## config.mk

```make
export PLATFORM = sky130hd
export DESIGN_NAME = audio_input_gain_config_regs
export DESIGN_NICKNAME = d
export VERILOG_FILES = /design/src/amp_cfg_pkg.sv /design/src/audio_input_gain_config_regs.sv
export VERILOG_INCLUDE_DIRS = /design/src
export SDC_FILE = /design/constraint.sdc
export NUM_CORES = 1
export LEC_CHECK = 0
export BUFFER_PORTS_ARGS = -buffer_cell sky130_fd_sc_hd__buf_2
export CAP_MARGIN = 20
export CELL_PAD_IN_SITES_DETAIL_PLACEMENT = 0
export CELL_PAD_IN_SITES_GLOBAL_PLACEMENT = 1
export CORE_MARGIN = 2
export CORE_UTILIZATION = 42
export DETAILED_ROUTE_END_ITERATION = 10
export GPL_ROUTABILITY_DRIVEN = 0
export PLACE_DENSITY_LB_ADDON = 0.1
export SYNTH_ARGS = -nofsm -noshare
export SYNTH_HDL_FRONTEND = slang
export SYNTH_SLANG_ARGS = --single-unit
```

## constraint.sdc

```tcl
create_clock -name clock_i -period 3.55 [get_ports clock_i]
set_clock_uncertainty 0.15 [all_clocks]
set_input_delay 0.355 -clock clock_i [delete_from_list [all_inputs] [get_ports clock_i]]
set_output_delay 0.355 -clock clock_i [all_outputs]
set_load 0.005 [all_outputs]
```

## src/amp_cfg_params.svh

```systemverilog
// constants for the amplifier input, gain and mute configuration registers
`ifndef AMP_CFG_PARAMS_SVH
`define AMP_CFG_PARAMS_SVH

// ==========================================================
// register offsets
`define ADDR_INPUT_FORMAT_RATE_CLOCK 8'h10
`define ADDR_LEFT_GAIN_MUTE 8'h20
`define ADDR_RIGHT_GAIN_MUTE 8'h21

// ==========================================================
// input settings fields
`define FMT_LSB 0
`define FMT_MSB 2
`define RATE_LSB 3
`define RATE_MSB 4
`define MCLK_LSB 5
`define MCLK_MSB 6
`define FIXED_ZERO_BIT 7
`define INPUT_SETTINGS_RESET 8'h08

// ==========================================================
// gain register fields
`define GAIN_LSB 0
`define GAIN_MSB 5
`define UNMUTE_N_BIT 6
`define STOP_BIT 7
`define GAIN_REG_RESET 8'h00
`define GAIN_CODE_RESET 6'h00

// ==========================================================
// master clock ratios in fs for the 32 and 48 kHz groups
`define MCLK_FS_256 10'h100
`define MCLK_FS_384 10'h180
`define MCLK_FS_512 10'h200
`define MCLK_FS_768 10'h300

// ==========================================================
// gain ramp timing
`define CLOCK_PERIOD_NS 4
`define RAMP_STEP_NS 1000
`define RAMP_STEP_CYCLES (`RAMP_STEP_NS / `CLOCK_PERIOD_NS)
`define RAMP_CNT_W 8
`define RAMP_CNT_LAST 8'(`RAMP_STEP_CYCLES - 1)

`endif

```

## src/amp_cfg_pkg.sv

```systemverilog
// types for the amplifier input, gain and mute configuration registers
`default_nettype none
package amp_cfg_pkg;

   // ==========================================================
   // decoded serial input framing
   typedef enum logic [2:0] {
      fmt_i2s,
      fmt_left_msb,
      fmt_right_lsb,
      fmt_right_msb_24,
      fmt_right_msb_20,
      fmt_right_msb_18,
      fmt_right_msb_16,
      fmt_illegal
   } input_format_t;

   // ==========================================================
   // sample rate groups
   typedef enum logic [1:0] {
      rate_32k,
      rate_48k,
      rate_96k,
      rate_192k
   } rate_group_t;

endpackage : amp_cfg_pkg
`default_nettype wire

```

## src/audio_input_gain_config_regs.sv

```systemverilog
// register bank for input format, rate, clock ratio, gain and mute settings
`timescale 1ns/1ps
`default_nettype none
`include "amp_cfg_params.svh"

// Contract
// - 3-bit format code at 0x10 bits 2:0
// - register format only when combined, straps low
// - decode format codes 000 to 110
// - clock ratio 6:5, rate 4:3, bit7 zero
// - register ratio only when combined, strap low
// - register rate only when combined, strap low
// - decode rate group codes 00 to 11
// - master clock ratio table per rate group
// - mismatched settings may switch outputs off
// - 6-bit gains at 0x20 and 0x21
// - code 111111 is +12 dB, 1.5 dB steps
// - register gains only when combined, straps low
// - bit6 channel unmute, bit7 channel output stop
// - input settings reset to 0x08
// - mute and stop bits reset to zero
module audio_input_gain_config_regs (
   // clock and reset
   input wire logic clock_i,
   input wire logic rst_n_i,
   // register port from the serial bus slave
   input wire logic reg_wr_i,
   input wire logic [7:0] reg_addr_i,
   input wire logic [7:0] reg_wdata_i,
   output logic [7:0] reg_rdata_o,
   // mode and strap pins
   input wire logic combined_mode_i,
   input wire logic [2:0] format_strap_i,
   input wire logic mclk_ratio_strap_i,
   input wire logic rate_group_strap_i,
   input wire logic [5:0] gain_strap_i,
   // pin-selected settings
   input wire logic [2:0] pin_format_i,
   input wire logic [1:0] pin_rate_group_i,
   input wire logic [1:0] pin_mclk_ratio_i,
   input wire logic [5:0] pin_gain_i,
   // effective settings
   output amp_cfg_pkg::input_format_t format_o,
   output amp_cfg_pkg::rate_group_t rate_group_o,
   output logic [1:0] mclk_ratio_o,
   output logic [9:0] mclk_per_fs_o,
   output logic config_illegal_o,
   // per-channel gain and output control
   output logic [5:0] left_gain_code_o,
   output logic [5:0] right_gain_code_o,
   output logic left_unmute_n_o,
   output logic right_unmute_n_o,
   output logic left_output_stop_o,
   output logic right_output_stop_o
);
   import amp_cfg_pkg::*;

   // ==========================================================
   // registers
   logic [7:0] input_settings_ff;
   logic [7:0] left_gain_mute_ff;
   logic [7:0] right_gain_mute_ff;

   always_ff @(posedge clock_i or negedge rst_n_i) begin
      if (!rst_n_i) begin
         input_settings_ff <= `INPUT_SETTINGS_RESET;
      end else if (reg_wr_i && reg_addr_i == `ADDR_INPUT_FORMAT_RATE_CLOCK) begin
         input_settings_ff <= {1'b0, reg_wdata_i[`MCLK_MSB:`FMT_LSB]};
      end
   end

   always_ff @(posedge clock_i or negedge rst_n_i) begin
      if (!rst_n_i) begin
         left_gain_mute_ff <= `GAIN_REG_RESET;
         right_gain_mute_ff <= `GAIN_REG_RESET;
      end else if (reg_wr_i) begin
         if (reg_addr_i == `ADDR_LEFT_GAIN_MUTE) begin
            left_gain_mute_ff <= reg_wdata_i;
         end
         if (reg_addr_i == `ADDR_RIGHT_GAIN_MUTE) begin
            right_gain_mute_ff <= reg_wdata_i;
         end
      end
   end

   // ==========================================================
   // read back
   logic [7:0] nxt_rdata;

   always_comb begin
      unique case (reg_addr_i)
         `ADDR_INPUT_FORMAT_RATE_CLOCK: nxt_rdata = input_settings_ff;
         `ADDR_LEFT_GAIN_MUTE: nxt_rdata = left_gain_mute_ff;
         `ADDR_RIGHT_GAIN_MUTE: nxt_rdata = right_gain_mute_ff;
         default: nxt_rdata = 8'h00;
      endcase
   end

   always_ff @(posedge clock_i or negedge rst_n_i) begin
      if (!rst_n_i) begin
         reg_rdata_o <= 8'h00;
      end else begin
         reg_rdata_o <= nxt_rdata;
      end
   end

   // ==========================================================
   // register or pin source selection
   logic use_reg_format;
   logic use_reg_rate;
   logic use_reg_mclk;
   logic use_reg_gain;
   logic [2:0] sel_format;
   logic [1:0] sel_rate;
   logic [1:0] sel_mclk;
   logic [5:0] sel_left_gain;
   logic [5:0] sel_right_gain;

   assign use_reg_format = combined_mode_i && (format_strap_i == 3'h0);
   assign use_reg_rate = combined_mode_i && !rate_group_strap_i;
   assign use_reg_mclk = combined_mode_i && !mclk_ratio_strap_i;
   assign use_reg_gain = combined_mode_i && (gain_strap_i == 6'h00);
   assign sel_format = use_reg_format ? input_settings_ff[`FMT_MSB:`FMT_LSB] : pin_format_i;
   assign sel_rate = use_reg_rate ? input_settings_ff[`RATE_MSB:`RATE_LSB] : pin_rate_group_i;
   assign sel_mclk = use_reg_mclk ? input_settings_ff[`MCLK_MSB:`MCLK_LSB] : pin_mclk_ratio_i;
   assign sel_left_gain = use_reg_gain ? left_gain_mute_ff[`GAIN_MSB:`GAIN_LSB] : pin_gain_i;
   assign sel_right_gain = use_reg_gain ? right_gain_mute_ff[`GAIN_MSB:`GAIN_LSB] : pin_gain_i;

   // ==========================================================
   // decode of format, rate and master clock ratio
   input_format_t nxt_format;
   logic [9:0] base_ratio;
   logic [9:0] nxt_mclk_per_fs;

   always_comb begin
      unique case (sel_format)
         3'h0: nxt_format = fmt_i2s;
         3'h1: nxt_format = fmt_left_msb;
         3'h2: nxt_format = fmt_right_lsb;
         3'h3: nxt_format = fmt_right_msb_24;
         3'h4: nxt_format = fmt_right_msb_20;
         3'h5: nxt_format = fmt_right_msb_18;
         3'h6: nxt_format = fmt_right_msb_16;
         default: nxt_format = fmt_illegal;
      endcase
   end

   always_comb begin
      unique case (sel_mclk)
         2'h0: base_ratio = `MCLK_FS_256;
         2'h1: base_ratio = `MCLK_FS_384;
         2'h2: base_ratio = `MCLK_FS_512;
         default: base_ratio = `MCLK_FS_768;
      endcase
      unique case (rate_group_t'(sel_rate))
         rate_96k: nxt_mclk_per_fs = base_ratio >> 1;
         rate_192k: nxt_mclk_per_fs = base_ratio >> 2;
         default: nxt_mclk_per_fs = base_ratio;
      endcase
   end

   always_ff @(posedge clock_i or negedge rst_n_i) begin
      if (!rst_n_i) begin
         format_o <= fmt_i2s;
         rate_group_o <= rate_48k;
         mclk_ratio_o <= 2'h0;
         mclk_per_fs_o <= `MCLK_FS_256;
         config_illegal_o <= 1'b0;
      end else begin
         format_o <= nxt_format;
         rate_group_o <= rate_group_t'(sel_rate);
         mclk_ratio_o <= sel_mclk;
         mclk_per_fs_o <= nxt_mclk_per_fs;
         config_illegal_o <= (nxt_format == fmt_illegal);
      end
   end

   // ==========================================================
   // mute and output stop; illegal format forces outputs off
   always_ff @(posedge clock_i or negedge rst_n_i) begin
      if (!rst_n_i) begin
         left_unmute_n_o <= 1'b0;
         right_unmute_n_o <= 1'b0;
         left_output_stop_o <= 1'b0;
         right_output_stop_o <= 1'b0;
      end else begin
         left_unmute_n_o <= left_gain_mute_ff[`UNMUTE_N_BIT];
         right_unmute_n_o <= right_gain_mute_ff[`UNMUTE_N_BIT];
         left_output_stop_o <= left_gain_mute_ff[`STOP_BIT] || (nxt_format == fmt_illegal);
         right_output_stop_o <= right_gain_mute_ff[`STOP_BIT] || (nxt_format == fmt_illegal);
      end
   end

   // ==========================================================
   // gain ramp step enable
   logic [`RAMP_CNT_W-1:0] ramp_cnt_ff;
   logic ramp_tick;

   assign ramp_tick = (ramp_cnt_ff == `RAMP_CNT_LAST);

   always_ff @(posedge clock_i or negedge rst_n_i) begin
      if (!rst_n_i) begin
         ramp_cnt_ff <= '0;
      end else if (ramp_tick) begin
         ramp_cnt_ff <= '0;
      end else begin
         ramp_cnt_ff <= ramp_cnt_ff + 1'b1;
      end
   end

   // ==========================================================
   // per-channel gain ramp, one code (1.5 dB) per step
   logic [5:0] target_gain [2];
   logic [5:0] gain_ff [2];

   assign target_gain[0] = sel_left_gain;
   assign target_gain[1] = sel_right_gain;

   generate
      for (genvar ch = 0; ch < 2; ch++) begin : g_ramp
         always_ff @(posedge clock_i or negedge rst_n_i) begin
            if (!rst_n_i) begin
               gain_ff[ch] <= `GAIN_CODE_RESET;
            end else if (ramp_tick && gain_ff[ch] < target_gain[ch]) begin
               gain_ff[ch] <= gain_ff[ch] + 6'h01;
            end else if (ramp_tick && gain_ff[ch] > target_gain[ch]) begin
               gain_ff[ch] <= gain_ff[ch] - 6'h01;
            end
         end
      end
   endgenerate

   assign left_gain_code_o = gain_ff[0];
   assign right_gain_code_o = gain_ff[1];

endmodule : audio_input_gain_config_regs
`default_nettype wire

```

== Word level (Yosys, flattened, before mapping) ==
Index checks and enable logic that the tools add are counted.

* Input port bits: 44
* Register bits after elaboration: 73
* Logic and storage cells: 75
* Output and inout port bits: 42

* Reductions and logical operators: 21
* Mux-type cells: 14
* $lt $le $gt $ge: 4
* Equality and inequality tests: 15
* $add $sub $neg: 5

{| class="wikitable"
|+ Operators with widths
! kind !! number
|-
| 2-to-1 mux 6 bit || 6
|-
| one-hot mux 10 bit (3 select lines) || 1
|-
| one-hot mux 8 bit (3 select lines) || 1
|-
| one-hot mux 3 bit (7 select lines) || 1
|-
| one-hot mux 10 bit (2 select lines) || 1
|-
| equality test 8 x 6 -> 1 bit (second input constant) || 2
|-
| adder 6 x 1 -> 6 bit (second input constant) || 2
|-
| equality test 3 bit (second input constant) || 4
|-
| greater-than comparator 6 bit || 2
|-
| < comparator 6 bit || 2
|-
| subtractor 6 x 1 -> 6 bit (second input constant) || 2
|-
| logical AND 1 bit || 9
|-
| adder 8 x 1 -> 8 bit (second input constant) || 1
|-
| equality test 8 x 5 -> 1 bit (second input constant) || 1
|-
| equality test 8 bit (second input constant) || 1
|-
| 2-to-1 mux 8 bit || 1
|-
| equality test 2 bit (second input constant) || 3
|-
| equality test 3 x 2 -> 1 bit (second input constant) || 2
|-
| zero test 3 bit || 2
|-
| zero test 6 bit || 1
|-
| 2-to-1 mux 2 bit || 2
|-
| AND reduction 2 bit || 2
|-
| nonzero test 2 bit || 2
|-
| equality test 3 x 1 -> 1 bit (second input constant) || 1
|-
| 5 further kinds || 7
|}

== Depth between registers and ports, before layout ==
Gate-level depths: netlist (run 1).

* Depth after elaboration: 7
* Mapped depth: 15
* Gate-level depth less buffers: 14

== Worst setup path before layout (run 1) ==
Ideal clock, no wire load.

* Path type: input to register
* From: input port gain_strap_i[2]
* To: register gain_ff (netlist bit left_gain_code_o[5])
* Setup time: 0.080 ns
* Required time: 3.320 ns
* Setup slack: 0.179 ns
* Path buffers: 1
* Data arrival time: 3.141 ns
* Cell stages on the path: 15
* Path through: nor4b_1 nand2_1 buf_2 mux2i_1 ha_1 a211oi_1 o211a_1 and3_4 inv_2 ha_1 a211oi_1 o21bai_1 a21oi_1 mux2i_1 xnor2_1

* Cells in the longest elaborated chain, start to end: 6
* Elaborated cells on any way between the ends: 9
* Those cells by class: order compare: 2; mux: 2; reduce/logical: 5

{| class="wikitable"
|+ Ends and longest elaborated chain
! what !! line !! source
|-
| start, declared || audio_input_gain_config_regs.sv:36 || <nowiki>input wire logic [5:0] gain_strap_i,</nowiki>
|-
| zero test 6 bit * || audio_input_gain_config_regs.sv:122 || <nowiki>assign use_reg_gain = combined_mode_i && (gain_strap_i == 6'h00);</nowiki>
|-
| logical AND 1 bit * || audio_input_gain_config_regs.sv:122 ||
|-
| 2-to-1 mux 6 bit * || audio_input_gain_config_regs.sv:126 || <nowiki>assign sel_left_gain = use_reg_gain ? left_gain_mute_ff[`GAIN_MSB:`GAIN_LSB] : pin_gain_i;</nowiki>
|-
| < comparator 6 bit / greater-than comparator 6 bit (equally long branches) || audio_input_gain_config_regs.sv:224, audio_input_gain_config_regs.sv:226 ||
|-
| logical AND 1 bit (on tied branches) || audio_input_gain_config_regs.sv:224, audio_input_gain_config_regs.sv:226 ||
|-
| 2-to-1 mux 6 bit / nonzero test 2 bit (equally long branches) || - ||
|-
| end signal, assigned by index || audio_input_gain_config_regs.sv:223 || <nowiki>gain_ff[ch] <= `GAIN_CODE_RESET;</nowiki>
|-
| end signal, assigned by index || audio_input_gain_config_regs.sv:225 || <nowiki>gain_ff[ch] <= gain_ff[ch] + 6'h01;</nowiki>
|-
| end signal, assigned by index || audio_input_gain_config_regs.sv:227 || <nowiki>gain_ff[ch] <= gain_ff[ch] - 6'h01;</nowiki>
|-
| end, declared || audio_input_gain_config_regs.sv:214 || <nowiki>logic [5:0] gain_ff [2];</nowiki>
|}

Every way passes the cells marked *; elsewhere a longest branch is shown, timed or not.
A chain may end at the register's enable or synchronous reset.

== Worst setup path after layout (run 1) ==
Same ends and word-level chain as after synthesis.

==> results.md, run 1 <==
- The run finished with clean final reports.
- The placement row count is 33.
- The via count is 2,527.
- The worst setup path startpoint is gain_strap_i[2].
- Setup violations remaining at the end of the flow were counted as 0.
- The cell with the biggest individual delay on the critical path is sky130_fd_sc_hd__ha_1.
- No sink is reached through more buffers than the 2 on the longest clock path.
- The wire length of the first global-routing pass is 12,400 µm.
- The ratio of cells with drive above 1 in the final layout is 43.8%.
- Counting distinct cell types in the post-synthesis netlist gives 47.
- The met3 usage is 4.27%.
- The transition time at the pin with the least slew margin is 675 ps.
- After the last flow step, the layout net total stands at 458.
- The post-CTS clock slew at the launch and capture registers of the worst setup and hold paths is 80 ps.
- The count of warnings emitted by yosys is 0.
- The completed layout was analyzed and its total power is 0.00151 W.
- The worst hold path belongs to the class in2reg.
- The residual antenna-violating net count after detailed routing is 0.
- The share of power burned in registers is 54.0%.
- The number of clock buffers inserted by TritonCTS is 9.
- The critical path in this run is classified as in2reg.
- After synthesis the netlist holds a flip-flop and latch count of 68.
- The critical path contains buffers and inverters numbering 4 combined.
- In this run the power spent charging and discharging nets is 0.000392 W.
- The die covers 9080 µm².
- The arrival time at the worst endpoint is 3450 ps.
- The number of levels in the clock H-tree is 3.
- The total global routing overflow is 0.
- For this design the ratio of total power to cell area is 349 nW/µm².
- The largest net degree at the start of global routing is 29.
- The number of pins exceeding their max-slew limit in the final report is 0.
- The number of synthesized flops with an enable pin is 0.
- Among all flip-flop cells after synthesis, the most frequent one is sky130_fd_sc_hd__dfrtp_1.
- The number of remaining DRC errors is 0.
- In the global route stage, overall resource usage came out at 18.2%.
- The worst path uses 93.9% of the clock period.
- The synthesized netlist occupies a cell area of 3500 µm².
- The launch point of the worst reg-to-reg path is left_gain_mute_ff[3].
- The commonest non-fill, non-tap cell in the layout is sky130_fd_sc_hd__buf_2.
- Counting flops with an async set or reset pin after synthesis yields a share of 100%.
- The global-route track usage on met2 is 26.9%.
- Summed over all cells, the static leakage comes to 2.31 nW.
- In this design, the stage delay of the slowest critical-path cell is 310 ps.
- The gate family responsible for the most delay along the worst path is compound AO/OA/AOI/OAI gates.
- The die extent in y is 95.3 µm.
- Port buffering added 80 buffers.
- After detailed routing, the number of vias per cell comes to 5.05.
- Before antenna repair, the detailed router went through 5 iterations.
- Setup repair after global routing left no endpoint under its margin.
- The CTS root buffer is sky130_fd_sc_hd__clkbuf_8.
- The initial antenna violation count is 0.
- The endpoint type of the worst setup path is a flip-flop.
- At the end of the flow the core is filled with cells to 53.2%.
- Per report_power, the combinational group accounts for 7.8% of the total.
- Measured against its own limit, the worst slew margin works out to 54.8%.
- TritonCTS built the clock tree.
- Detailed placement finished with a half-perimeter wire length of 5780 µm.
- Traced cell by cell, the critical path runs through buf_2, nor4b_2, buf_4, nand2_1, buf_4, mux2i_1, ha_1, a211oi_2, o211a_1, and3_4, inv_2, ha_1, a211oi_1, o21bai_1, a21oi_1, mux2i_1, xnor2_1.
- The count of endpoints failing hold in the final timing report was 0.
- The buffer count from post-CTS setup fixing is 0.
- The largest vdd supply drop is 171 µV.
- The top fanout value on the critical path is 11.
- The count of fill cells added during filler insertion is 747.
- The startpoint type of the worst setup path is an input pin.
- At the worst endpoint, the required time is 3670 ps.
- The top cell types in the final layout, fill and taps aside, are sky130_fd_sc_hd__buf_2, sky130_fd_sc_hd__dfrtp_1, sky130_fd_sc_hd__mux2_2, sky130_fd_sc_hd__ha_1, sky130_fd_sc_hd__buf_4.
- The area inside the core boundary is 8130 µm².
- The horizontal die dimension is 95.3 µm.
- The share of total power dissipated in the clock network is 38.2%.
- For met1 alone, demand over resource in global routing was 26.5%.
- The area growth from synthesis to layout is 23.5%.
- Pin placement for this block handled 86 I/O pins.
- Of the synthesized area, sequential elements account for 48.7%.
- For the final routed database, the setup TNS stands at 0 ps.
- The later pin in the worst-skew pair is clocked with a latency of 340 ps.
- The initial detailed-routing violation count is 98.
- In this run switching power makes up 26.0% of total power.
- The clock drives 68 sinks.
- After layout, the minimum clock period comes to 3340 ps.
- The timing-limited maximum frequency is 300 MHz.
- Each instance of the synthesized netlist takes up on average 12.3 µm².
- The worst hold slack is 107 ps.
- Once the floorplan was initialized, standard cells occupied 43.0% of the core.
- The internal portion of the total power is 0.00112 W.
- The reported max-cap violation count is 0.
- The worst hold path begins at reg_wdata_i[7].
- The wire length per cell is 15.1 µm.
- Wires add up to 7540 µm.
- The count of mapped cells out of synthesis is 284.
- The busiest metal layer after global routing is met2.
- The number of global-route vias before repair is 2,486.
- The repair_antennas step left the layout with diodes totalling 0.
## cells in the mapped netlist, types with 5 or more instances
master	count	area share, %
sky130_fd_sc_hd__nor2_1	10	1.1
sky130_fd_sc_hd__ha_1	22	7.9
sky130_fd_sc_hd__inv_1	13	1.4
sky130_fd_sc_hd__a211oi_1	5	1.1
sky130_fd_sc_hd__nand3_1	5	0.71
sky130_fd_sc_hd__mux2_2	39	13
sky130_fd_sc_hd__mux2i_1	13	3.7
sky130_fd_sc_hd__o21ai_0	7	1.0
sky130_fd_sc_hd__a222oi_1	7	2.0
sky130_fd_sc_hd__dfrtp_1	65	46
sky130_fd_sc_hd__a21o_1	5	1.1
sky130_fd_sc_hd__buf_4	5	1.1
sky130_fd_sc_hd__xnor2_1	9	2.3
sky130_fd_sc_hd__a21oi_1	10	1.4
sky130_fd_sc_hd__nand2_1	8	0.86
## per-layer routing
metal,wire [µm],share of wire [%]
met1,3720,49
met2,3460,46
met3,289,3.8
met4,72,0.95
met5,0,0
## state kept, by name, indices dropped and copies added, names as in the netlist
signal	flops
left_gain_mute_ff	8
ramp_cnt_ff	8
reg_rdata_o	8
right_gain_mute_ff	8
input_settings_ff	7
left_gain_code_o	6
right_gain_code_o	6
mclk_per_fs_o	5
format_o	3
mclk_ratio_o	2
rate_group_o	2
config_illegal_o	1
left_output_stop_o	1
left_unmute_n_o	1
right_output_stop_o	1
right_unmute_n_o	1
## final timing paths
path,endpoint,slack (ps),depth (start not counted)
worst max-delay path,left_gain_code_o[5],210,17
worst min-delay path,left_gain_mute_ff[7],110,2
worst max register to register,left_gain_code_o[5],620,12
worst min register to register,right_unmute_n_o,260,0
max in group asynchronous,format_o[2],2100,3
min in group asynchronous,mclk_per_fs_o[5],400,2
## repair_timing
action | in CTS | in global routing
setup endpoints to repair | 0 | 4
endpoints found under the hold margin | 23 | 0
resized for setup | 0 | 2
hold buffers | 1 | 0
## power by group through the flow
stage	Sequential, W	Clock, W	Combinational [W]
after detailed placement	0.000829	0	0.000119
after CTS	0.000814	0.000597	0.000121
final	0.000814	0.000576	0.000118
after global routing	0.000817	0.000639	0.000135
after floorplan	0.000828	0	0.0000511
after global placement	0.000828	0	0.000118
## logic make-up (layout without fill, tap and decap cells)
group	count (synthesis)	in the layout	share of synthesized area, %
fa+ha+maj	24	24	9.01
xor+xnor	13	13	3.25
simple gates	57	57	10.2
mux	52	52	16.3
buf+inv	22	129	2.97
other cells	1	5	0.107
compound gates	47	47	9.47
flops	68	68	48.7
## final cells by class
class / count / area (µm²) / share of cell area [%]
clock buffers: 9 / 124 / 2.86
clock inverters: 7 / 51.3 / 1.19
inverters: 15 / 56.3 / 1.30
multi-input cells: 198 / 1720 / 39.7
flip-flops and latches: 68 / 1710 / 39.4
well taps: 105 / 131 / 3.04
repair buffers: 98 / 538 / 12.4
## through the flow
| stage | cell area (µm²) | setup WS, ps | std cells |
|---|---|---|---|
| global placement | 4130 | -205 | 483 |
| CTS | 4310 | 83.3 | 500 |
| global route | 4320 | 7.33 | 500 |
| finish | 4320 | 215 | 500 |
| floorplan | 3520 | 179 | 288 |
| detailed placement | 4130 | -255 | 483 |
(Power assumes the default switching activity.)
==> inputs of run 2 (changes only) <==
==> constraint.sdc (replaced) <==
create_clock -name clock_i -period 3.55 [get_ports clock_i]
set_clock_uncertainty 0.15 [all_clocks]
set_input_delay 0.5325 -clock clock_i [delete_from_list [all_inputs] [get_ports clock_i]]
set_output_delay 0.5325 -clock clock_i [all_outputs]
set_load 0.005 [all_outputs]
==> run 2 against run 1 <==
Combinational power barely moved. First-iteration DRC count fell by 11%. Largest cell class unchanged. Utilization rose by 0.75 points. Via count barely moved. Flip-flop and latch count did not move. Routed wire length rose by 0.42%. Count of clock-buffer cells in the layout did not move. Clock power rose by 17%.
==> results.md, run 2 (synthesis gave the netlist of run 1 again) <==
- The run finished with clean final reports.
- The CTS root buffer is sky130_fd_sc_hd__clkbuf_8.
- The floorplan step defined a core boundary enclosing 8130 µm².
- Measured in cells, the most critical reg-to-reg path has a length of 12.
- The clock insertion delay at the later pin of the skew report is 350 ps.
- The timing endpoint of the critical path is left_gain_code_o[5].
- Counting along the longest clock path gives a buffer depth of 2.
- The repair_antennas step left the layout with diodes totalling 0.
- The number of pins exceeding their max-slew limit in the final report is 0.
- The number of remaining DRC errors is 0.
- The routed wire length is 7570 µm.
- The via count is 2,529.
- The core occupancy in the finished layout is 53.9%.
- 86 I/O pins were placed.
- The area growth from synthesis to final layout is 25.3%.
- The commonest non-fill, non-tap cell in the layout is sky130_fd_sc_hd__buf_2.
- In this run the post-CTS setup repair buffer count came out at 0.
- The critical path start-end classification is in2reg.
- In the routed layout, each cell is associated on average with a via count of 5.07.
- IR analysis of the VDD net gives a maximum drop of 174 µV.
- The first global-routing pass estimated 11,800 µm of wire.
- The library cells used most frequently in the layout, excluding fill and tap cells, are sky130_fd_sc_hd__buf_2, sky130_fd_sc_hd__dfrtp_1, sky130_fd_sc_hd__mux2_2, sky130_fd_sc_hd__ha_1, sky130_fd_sc_hd__buf_4.
- The initial standard-cell utilization of the core is 43.0%.
- In this run the number of H-tree levels came out at 3.
- STA puts the critical path data required time at 3680 ps.
- The initial detailed-routing violation count is 87.
- The number of clock buffers inserted by TritonCTS is 9.
- The ratio of cells with drive above 1 in the final layout is 45.4%.
- Setup violations remaining at the end of the flow were counted as 0.
- Measured along the y axis, the die boundary spans 95.3 µm.
- For the pin with the worst max-slew slack, the measured transition is 721 ps.
- The cell leakage power is 2.33 nW.
- The initial antenna violation count is 0.
- TritonCTS built the clock tree.
- The reported max-cap violation count is 0.
- The share of the clock period used by the worst path is 95.6%.
- The TritonCTS sink count is 68.
- Detailed placement ended at an HPWL of 5670 µm.
- The count of input and output buffers is 80.
- The top fanout value on the critical path is 11.
- Tracing the worst setup path back leads to its startpoint at gain_strap_i[2].
- Hold is met by 37.0 ps.
- Derived from the worst setup path, the maximum achievable clock frequency is 295 MHz.
- The wire length per cell is 15.2 µm.
- In this run the remaining antenna-violating nets after routing total 0.
- The startpoint type of the worst setup path is an input pin.
- Row generation in the floorplan step produced 33 rows.
- The post-CTS clock slew at the launch and capture registers of the worst setup and hold paths is 90 ps.
- The arrival time at the worst endpoint is 3520 ps.
- The total global-route track usage is 17.2%.
- In this run the worst hold path is classified as in2async.
- For flop-to-flop paths, the worst setup slack is 740 ps.
- The total global routing overflow is 0.
- The worst-case headroom to the max-slew limit is 51.8%.
- The startpoint identified for the worst register-to-register timing path is left_gain_mute_ff[3].
- The number of global-route vias before repair is 2,394.
- The final layout contains 457 nets.
- For the finished layout, the period the worst path requires is 3390 ps.
- The horizontal die dimension is 95.3 µm.
- Entering global routing, the biggest net connects 42 pins.
- The die area is 9080 µm².
- The count of endpoints failing hold in the final timing report is 0.
- STA classifies the critical path endpoint as a flip-flop.
- The worst register-to-register path ends at left_gain_code_o[5].
- The number of hold-repair buffers added at the cts stage is 0.
- For this run, the detailed router's first-pass iteration total came to 5.
- The power density of the placed cells is 366 nW/µm².
- The count of fill cells added during filler insertion is 725.
-- run 2: changes by cell type in the layout (fill, tap and decap cells not counted), moves of 2 or more --
cell / before / now
sky130_fd_sc_hd__clkinv_2: 2 / 0
sky130_fd_sc_hd__a21oi_1: 10 / 8
sky130_fd_sc_hd__a211oi_1: 4 / 1
sky130_fd_sc_hd__a21oi_2: 0 / 2
sky130_fd_sc_hd__a211oi_2: 1 / 4
-- run 2: repair_timing --
item / CTS / global route
gates cloned: 0 / 0
gates resized for setup: 1 / 9
pin swaps: 0 / 3
setup endpoints to repair: 3 / 5
-- run 2: per-stage QoR --
| stage | setup slack [ps] | power [W] | area, µm² | setup TNS [ps] | instances |
|---|---|---|---|---|---|
| after floorplan | 1.31 | 0.000879 | 3520 | 0 | 288 |
| after global placement | -382 | 0.000946 | 4130 | -2320 | 483 |
| after detailed placement | -412 | 0.000947 | 4130 | -2460 | 483 |
| after CTS | 25.1 | 0.00162 | 4340 | 0 | 499 |
| after global routing | -25.4 | 0.00167 | 4390 | -43.3 | 499 |
| final | 155 | 0.00161 | 4390 | 0 | 499 |
-- run 2: how the worst min path moves through the flow --
stage | from | to | slack (ps) | depth (start not counted)
after CTS | rst_n_i | ramp_cnt_ff[7] | 40 | 2
final | rst_n_i | ramp_cnt_ff[3] | 40 | 2
after floorplan | rst_n_i | config_illegal_o | 90 | 0
after detailed placement | right_gain_mute_ff[6] | right_unmute_n_o | 230 | 0
after global routing | rst_n_i | ramp_cnt_ff[6] | 60 | 2
after global placement | right_gain_mute_ff[6] | right_unmute_n_o | 240 | 0
-- run 2: cell type report --
class                      instances  area (µm²)  area share, %
clock inverter                     7        83.8           1.91
tap                              105         131           3.00
clock buffer                       9         124           2.82
sequential                        68        1710           38.9
multi-input combinational        198        1750           40.0
inverter                          15        56.3           1.28
timing repair buffer              97         532           12.1
-- run 2: power by group --
group	leakage [nW]	internal (W)	switching, W
Sequential	0.893	0.000800	0.0000133
Combinational	1.33	0.0000588	0.0000604
Clock	0.102	0.000337	0.000337
-- run 2: critical path, stage by stage --
cell                       delay, ps
sky130_fd_sc_hd__buf_2           110
sky130_fd_sc_hd__nor4b_4         300
sky130_fd_sc_hd__buf_4           150
sky130_fd_sc_hd__nand2_1          50
sky130_fd_sc_hd__buf_6           170
sky130_fd_sc_hd__mux2i_1         120
sky130_fd_sc_hd__ha_1            300
sky130_fd_sc_hd__a211oi_2        230
sky130_fd_sc_hd__o211a_1         200
sky130_fd_sc_hd__and3_4          190
sky130_fd_sc_hd__inv_2            50
sky130_fd_sc_hd__ha_1            300
sky130_fd_sc_hd__a211oi_2        220
sky130_fd_sc_hd__o21bai_1        100
sky130_fd_sc_hd__a21oi_2         140
sky130_fd_sc_hd__mux2i_1         220
sky130_fd_sc_hd__xnor2_1         130
-- run 2: layer usage --
metal  vias to the layer above  track usage, %  wire length, µm
li1                       1245               -                -
met1                      1213            24.8             3650
met2                        64            25.8             3490
met3                         7            3.48              358
met4                         0            6.16               77
met5                         -               0                0
==> inputs of run 3 (changes only) <==
- CORE_ASPECT_RATIO: default -> 0.6
==> run 3 against run 2 <==
Final area grew 2.4%. Worst setup slack gained 27 ps. Worst hold slack gained 190 ps. Critical path type unchanged. Non-clock buffer count shrank 4. Combinational power is essentially flat. Sequential power is essentially flat. Largest power group is now the clock network. Critical endpoint unchanged. Register-to-register slack lost 90 ps. Routed wire length grew 4.0%. Flip-flop and latch count is the same.
==> results.md, run 3 (synthesis gave the netlist of run 1 again) <==
- For this run, design rule violations remaining after detail routing come to 0.
- For this design the ratio of total power to cell area is 443 nW/µm².
- The initial antenna violation count was 0.
- Once detailed placement completed, the half-perimeter wirelength came to 5900 µm.
- The initial detailed-routing violation count is 183.
- The count of buffers added on input and output ports is 80.
- In the global route stage, overall resource usage came out at 18.5%.
- The number of global-route vias before repair is 2,508.
- The critical path start-end classification is in2reg.
- The endpoint type of the worst setup path is a flip-flop.
- The horizontal die dimension is 122 µm.
- The shortest period the worst path allows is 3370 ps.
- The commonest non-fill, non-tap cell in the layout is sky130_fd_sc_hd__buf_2.
- TritonCTS built the clock tree.
- The clock insertion delay at the later pin of the skew report is 330 ps.
- The floorplan step defined a die boundary enclosing 9110 µm².
- Clock tree synthesis inserted a total of 9 buffers.
- Max-cap violations in this run came to 0.
- After the flow finishes, the layout carries non-filler instances totaling 499.
- The logic depth of the worst register-to-register path is 12.
- The count of boundary I/O pins is 86.
- Setup repair after global routing left no endpoint under its margin.
- The number of iterations in the first detailed-routing pass is 4.
- The number of instances in the placed design is 481.
- The TritonCTS sink count is 68.
- The routed wire length is 7880 µm.
- The ratio of cells with drive above 1 in the final layout is 44.1%.
- The number of nets in the final layout is 453.
- The tree is rooted in a sky130_fd_sc_hd__clkbuf_16.
- Data arrives at the worst endpoint at 3460 ps.
- The area growth from synthesis to final layout is 28.3%.
- In the layout the commonest cells are sky130_fd_sc_hd__buf_2, sky130_fd_sc_hd__dfrtp_1, sky130_fd_sc_hd__mux2_2, sky130_fd_sc_hd__ha_1, sky130_fd_sc_hd__inv_1.
- STA classifies the critical path startpoint as an input pin.
- Summing over every cut layer, the via total after detailed routing is 2,527.
- In this run the worst path has a maximum fanout of 10.
- The total global routing overflow is 0.
- The floorplan has 25 rows.
- The worst-case headroom to the max-slew limit is 43.3%.
- For the worst setup path, the data required time is 3640 ps.
- The worst hold-check path type is in2async.
- The number of pins exceeding their max-slew limit in the final report is 0.
- The flow ran to the end, and the final reports show no timing, DRC or antenna violations.
- The overall power is 0.00199 W.
- Derived from the worst setup path, the maximum achievable clock frequency is 297 MHz.
- The first global-routing pass estimated 12,600 µm of wire.
- The count of endpoints failing hold in the final timing report is 0.
- The die extent in y is 74.7 µm.
- After clock tree synthesis, the clock-pin slew on the worst setup and hold paths is 60 ps.
- The largest net degree at the start of global routing is 69.
- The transition time at the pin with the least slew margin is 850 ps.
- IR analysis of the VDD net gives a maximum drop of 236 µV.
- The average via count per standard cell is 5.06.
- Of the available clock period, the critical path in the final layout requires 94.9%.
- Setup violations remaining at the end of the flow were counted as 0.
- The wire length per cell is 15.8 µm.
- The cell leakage power is 2.37 nW.
- The clock passes through at most 2 buffers.
- The initial standard-cell utilization of the core is 43.9%.
- The number of levels in the clock H-tree is 3.
- The count of nets left with antenna violations once routing finished came out at 0.
- The floorplan step defined a core boundary enclosing 7980 µm².
run 3: metrics by stage:
step | TNS [ps] | cell area [µm²] | util (%) | setup WS [ps] | hold slack, ps
after floorplan | 0 | 3520 | - | 1.31 | 86.9
after global placement | -685 | 4090 | 51.3 | -239 | 233
after detailed placement | -1130 | 4090 | 51.3 | -301 | 237
after CTS | 0 | 4450 | 55.8 | 1.66 | 257
after global routing | 0 | 4490 | 56.3 | 11.6 | 271
final | 0 | 4490 | 56.3 | 182 | 223
run 3: cell type report:
type,count,area [µm²]
timing repair buffer,93,502
multi-input combinational,198,1730
clock inverter,5,106
tap,108,135
sequential,68,1710
inverter,15,56.3
clock buffer,11,253
antenna,1,2.50
fill,661,3490
run 3: final timing paths:
path,slack [ps],startpoint,to
max,180,gain_strap_i[2],left_gain_code_o[5]
min reg2reg,260,right_gain_mute_ff[6],right_unmute_n_o
max in group asynchronous,2450,rst_n_i,mclk_per_fs_o[5]
max reg2reg,650,left_gain_mute_ff[3],left_gain_code_o[5]
min in group clock_i,260,right_gain_mute_ff[6],right_unmute_n_o
min,220,rst_n_i,right_gain_code_o[2]
run 3: what timing repair did:
item | in CTS | in global routing
setup buffers | 0 | 1
resized for setup | 0 | 6
hold buffers | 0 | 0
endpoints found under the setup margin | 0 | 5
run 3: worst max-delay path, cell delays in order:
cell and delay [ps]:
sky130_fd_sc_hd__buf_2 100, sky130_fd_sc_hd__nor4b_2 260, sky130_fd_sc_hd__nand2_1 100, sky130_fd_sc_hd__buf_6 160, sky130_fd_sc_hd__mux2i_2 150, sky130_fd_sc_hd__ha_1 310
sky130_fd_sc_hd__a211oi_2 230, sky130_fd_sc_hd__o211a_1 190, sky130_fd_sc_hd__and3_4 190, sky130_fd_sc_hd__inv_2 60, sky130_fd_sc_hd__ha_1 300, sky130_fd_sc_hd__a211oi_2 220
sky130_fd_sc_hd__o21bai_1 110, sky130_fd_sc_hd__a21oi_2 150, sky130_fd_sc_hd__mux2i_1 230, sky130_fd_sc_hd__xnor2_1 150
run 3: routing by layer:
metal,wire [µm],track usage (%),up-vias
li1,-,-,1236
met1,4150,27.4,1220
met2,3240,25.7,69
met3,456,6.14,2
met4,25,5.36,0
met5,0,0,-
run 3: power breakdown:
group	switching [W]	internal, W	total (W)
Sequential	0.0000135	0.000802	0.000816
Clock	0.000330	0.000727	0.00106
Combinational	0.0000602	0.0000572	0.000117
Total	0.000404	0.00159	0.00199
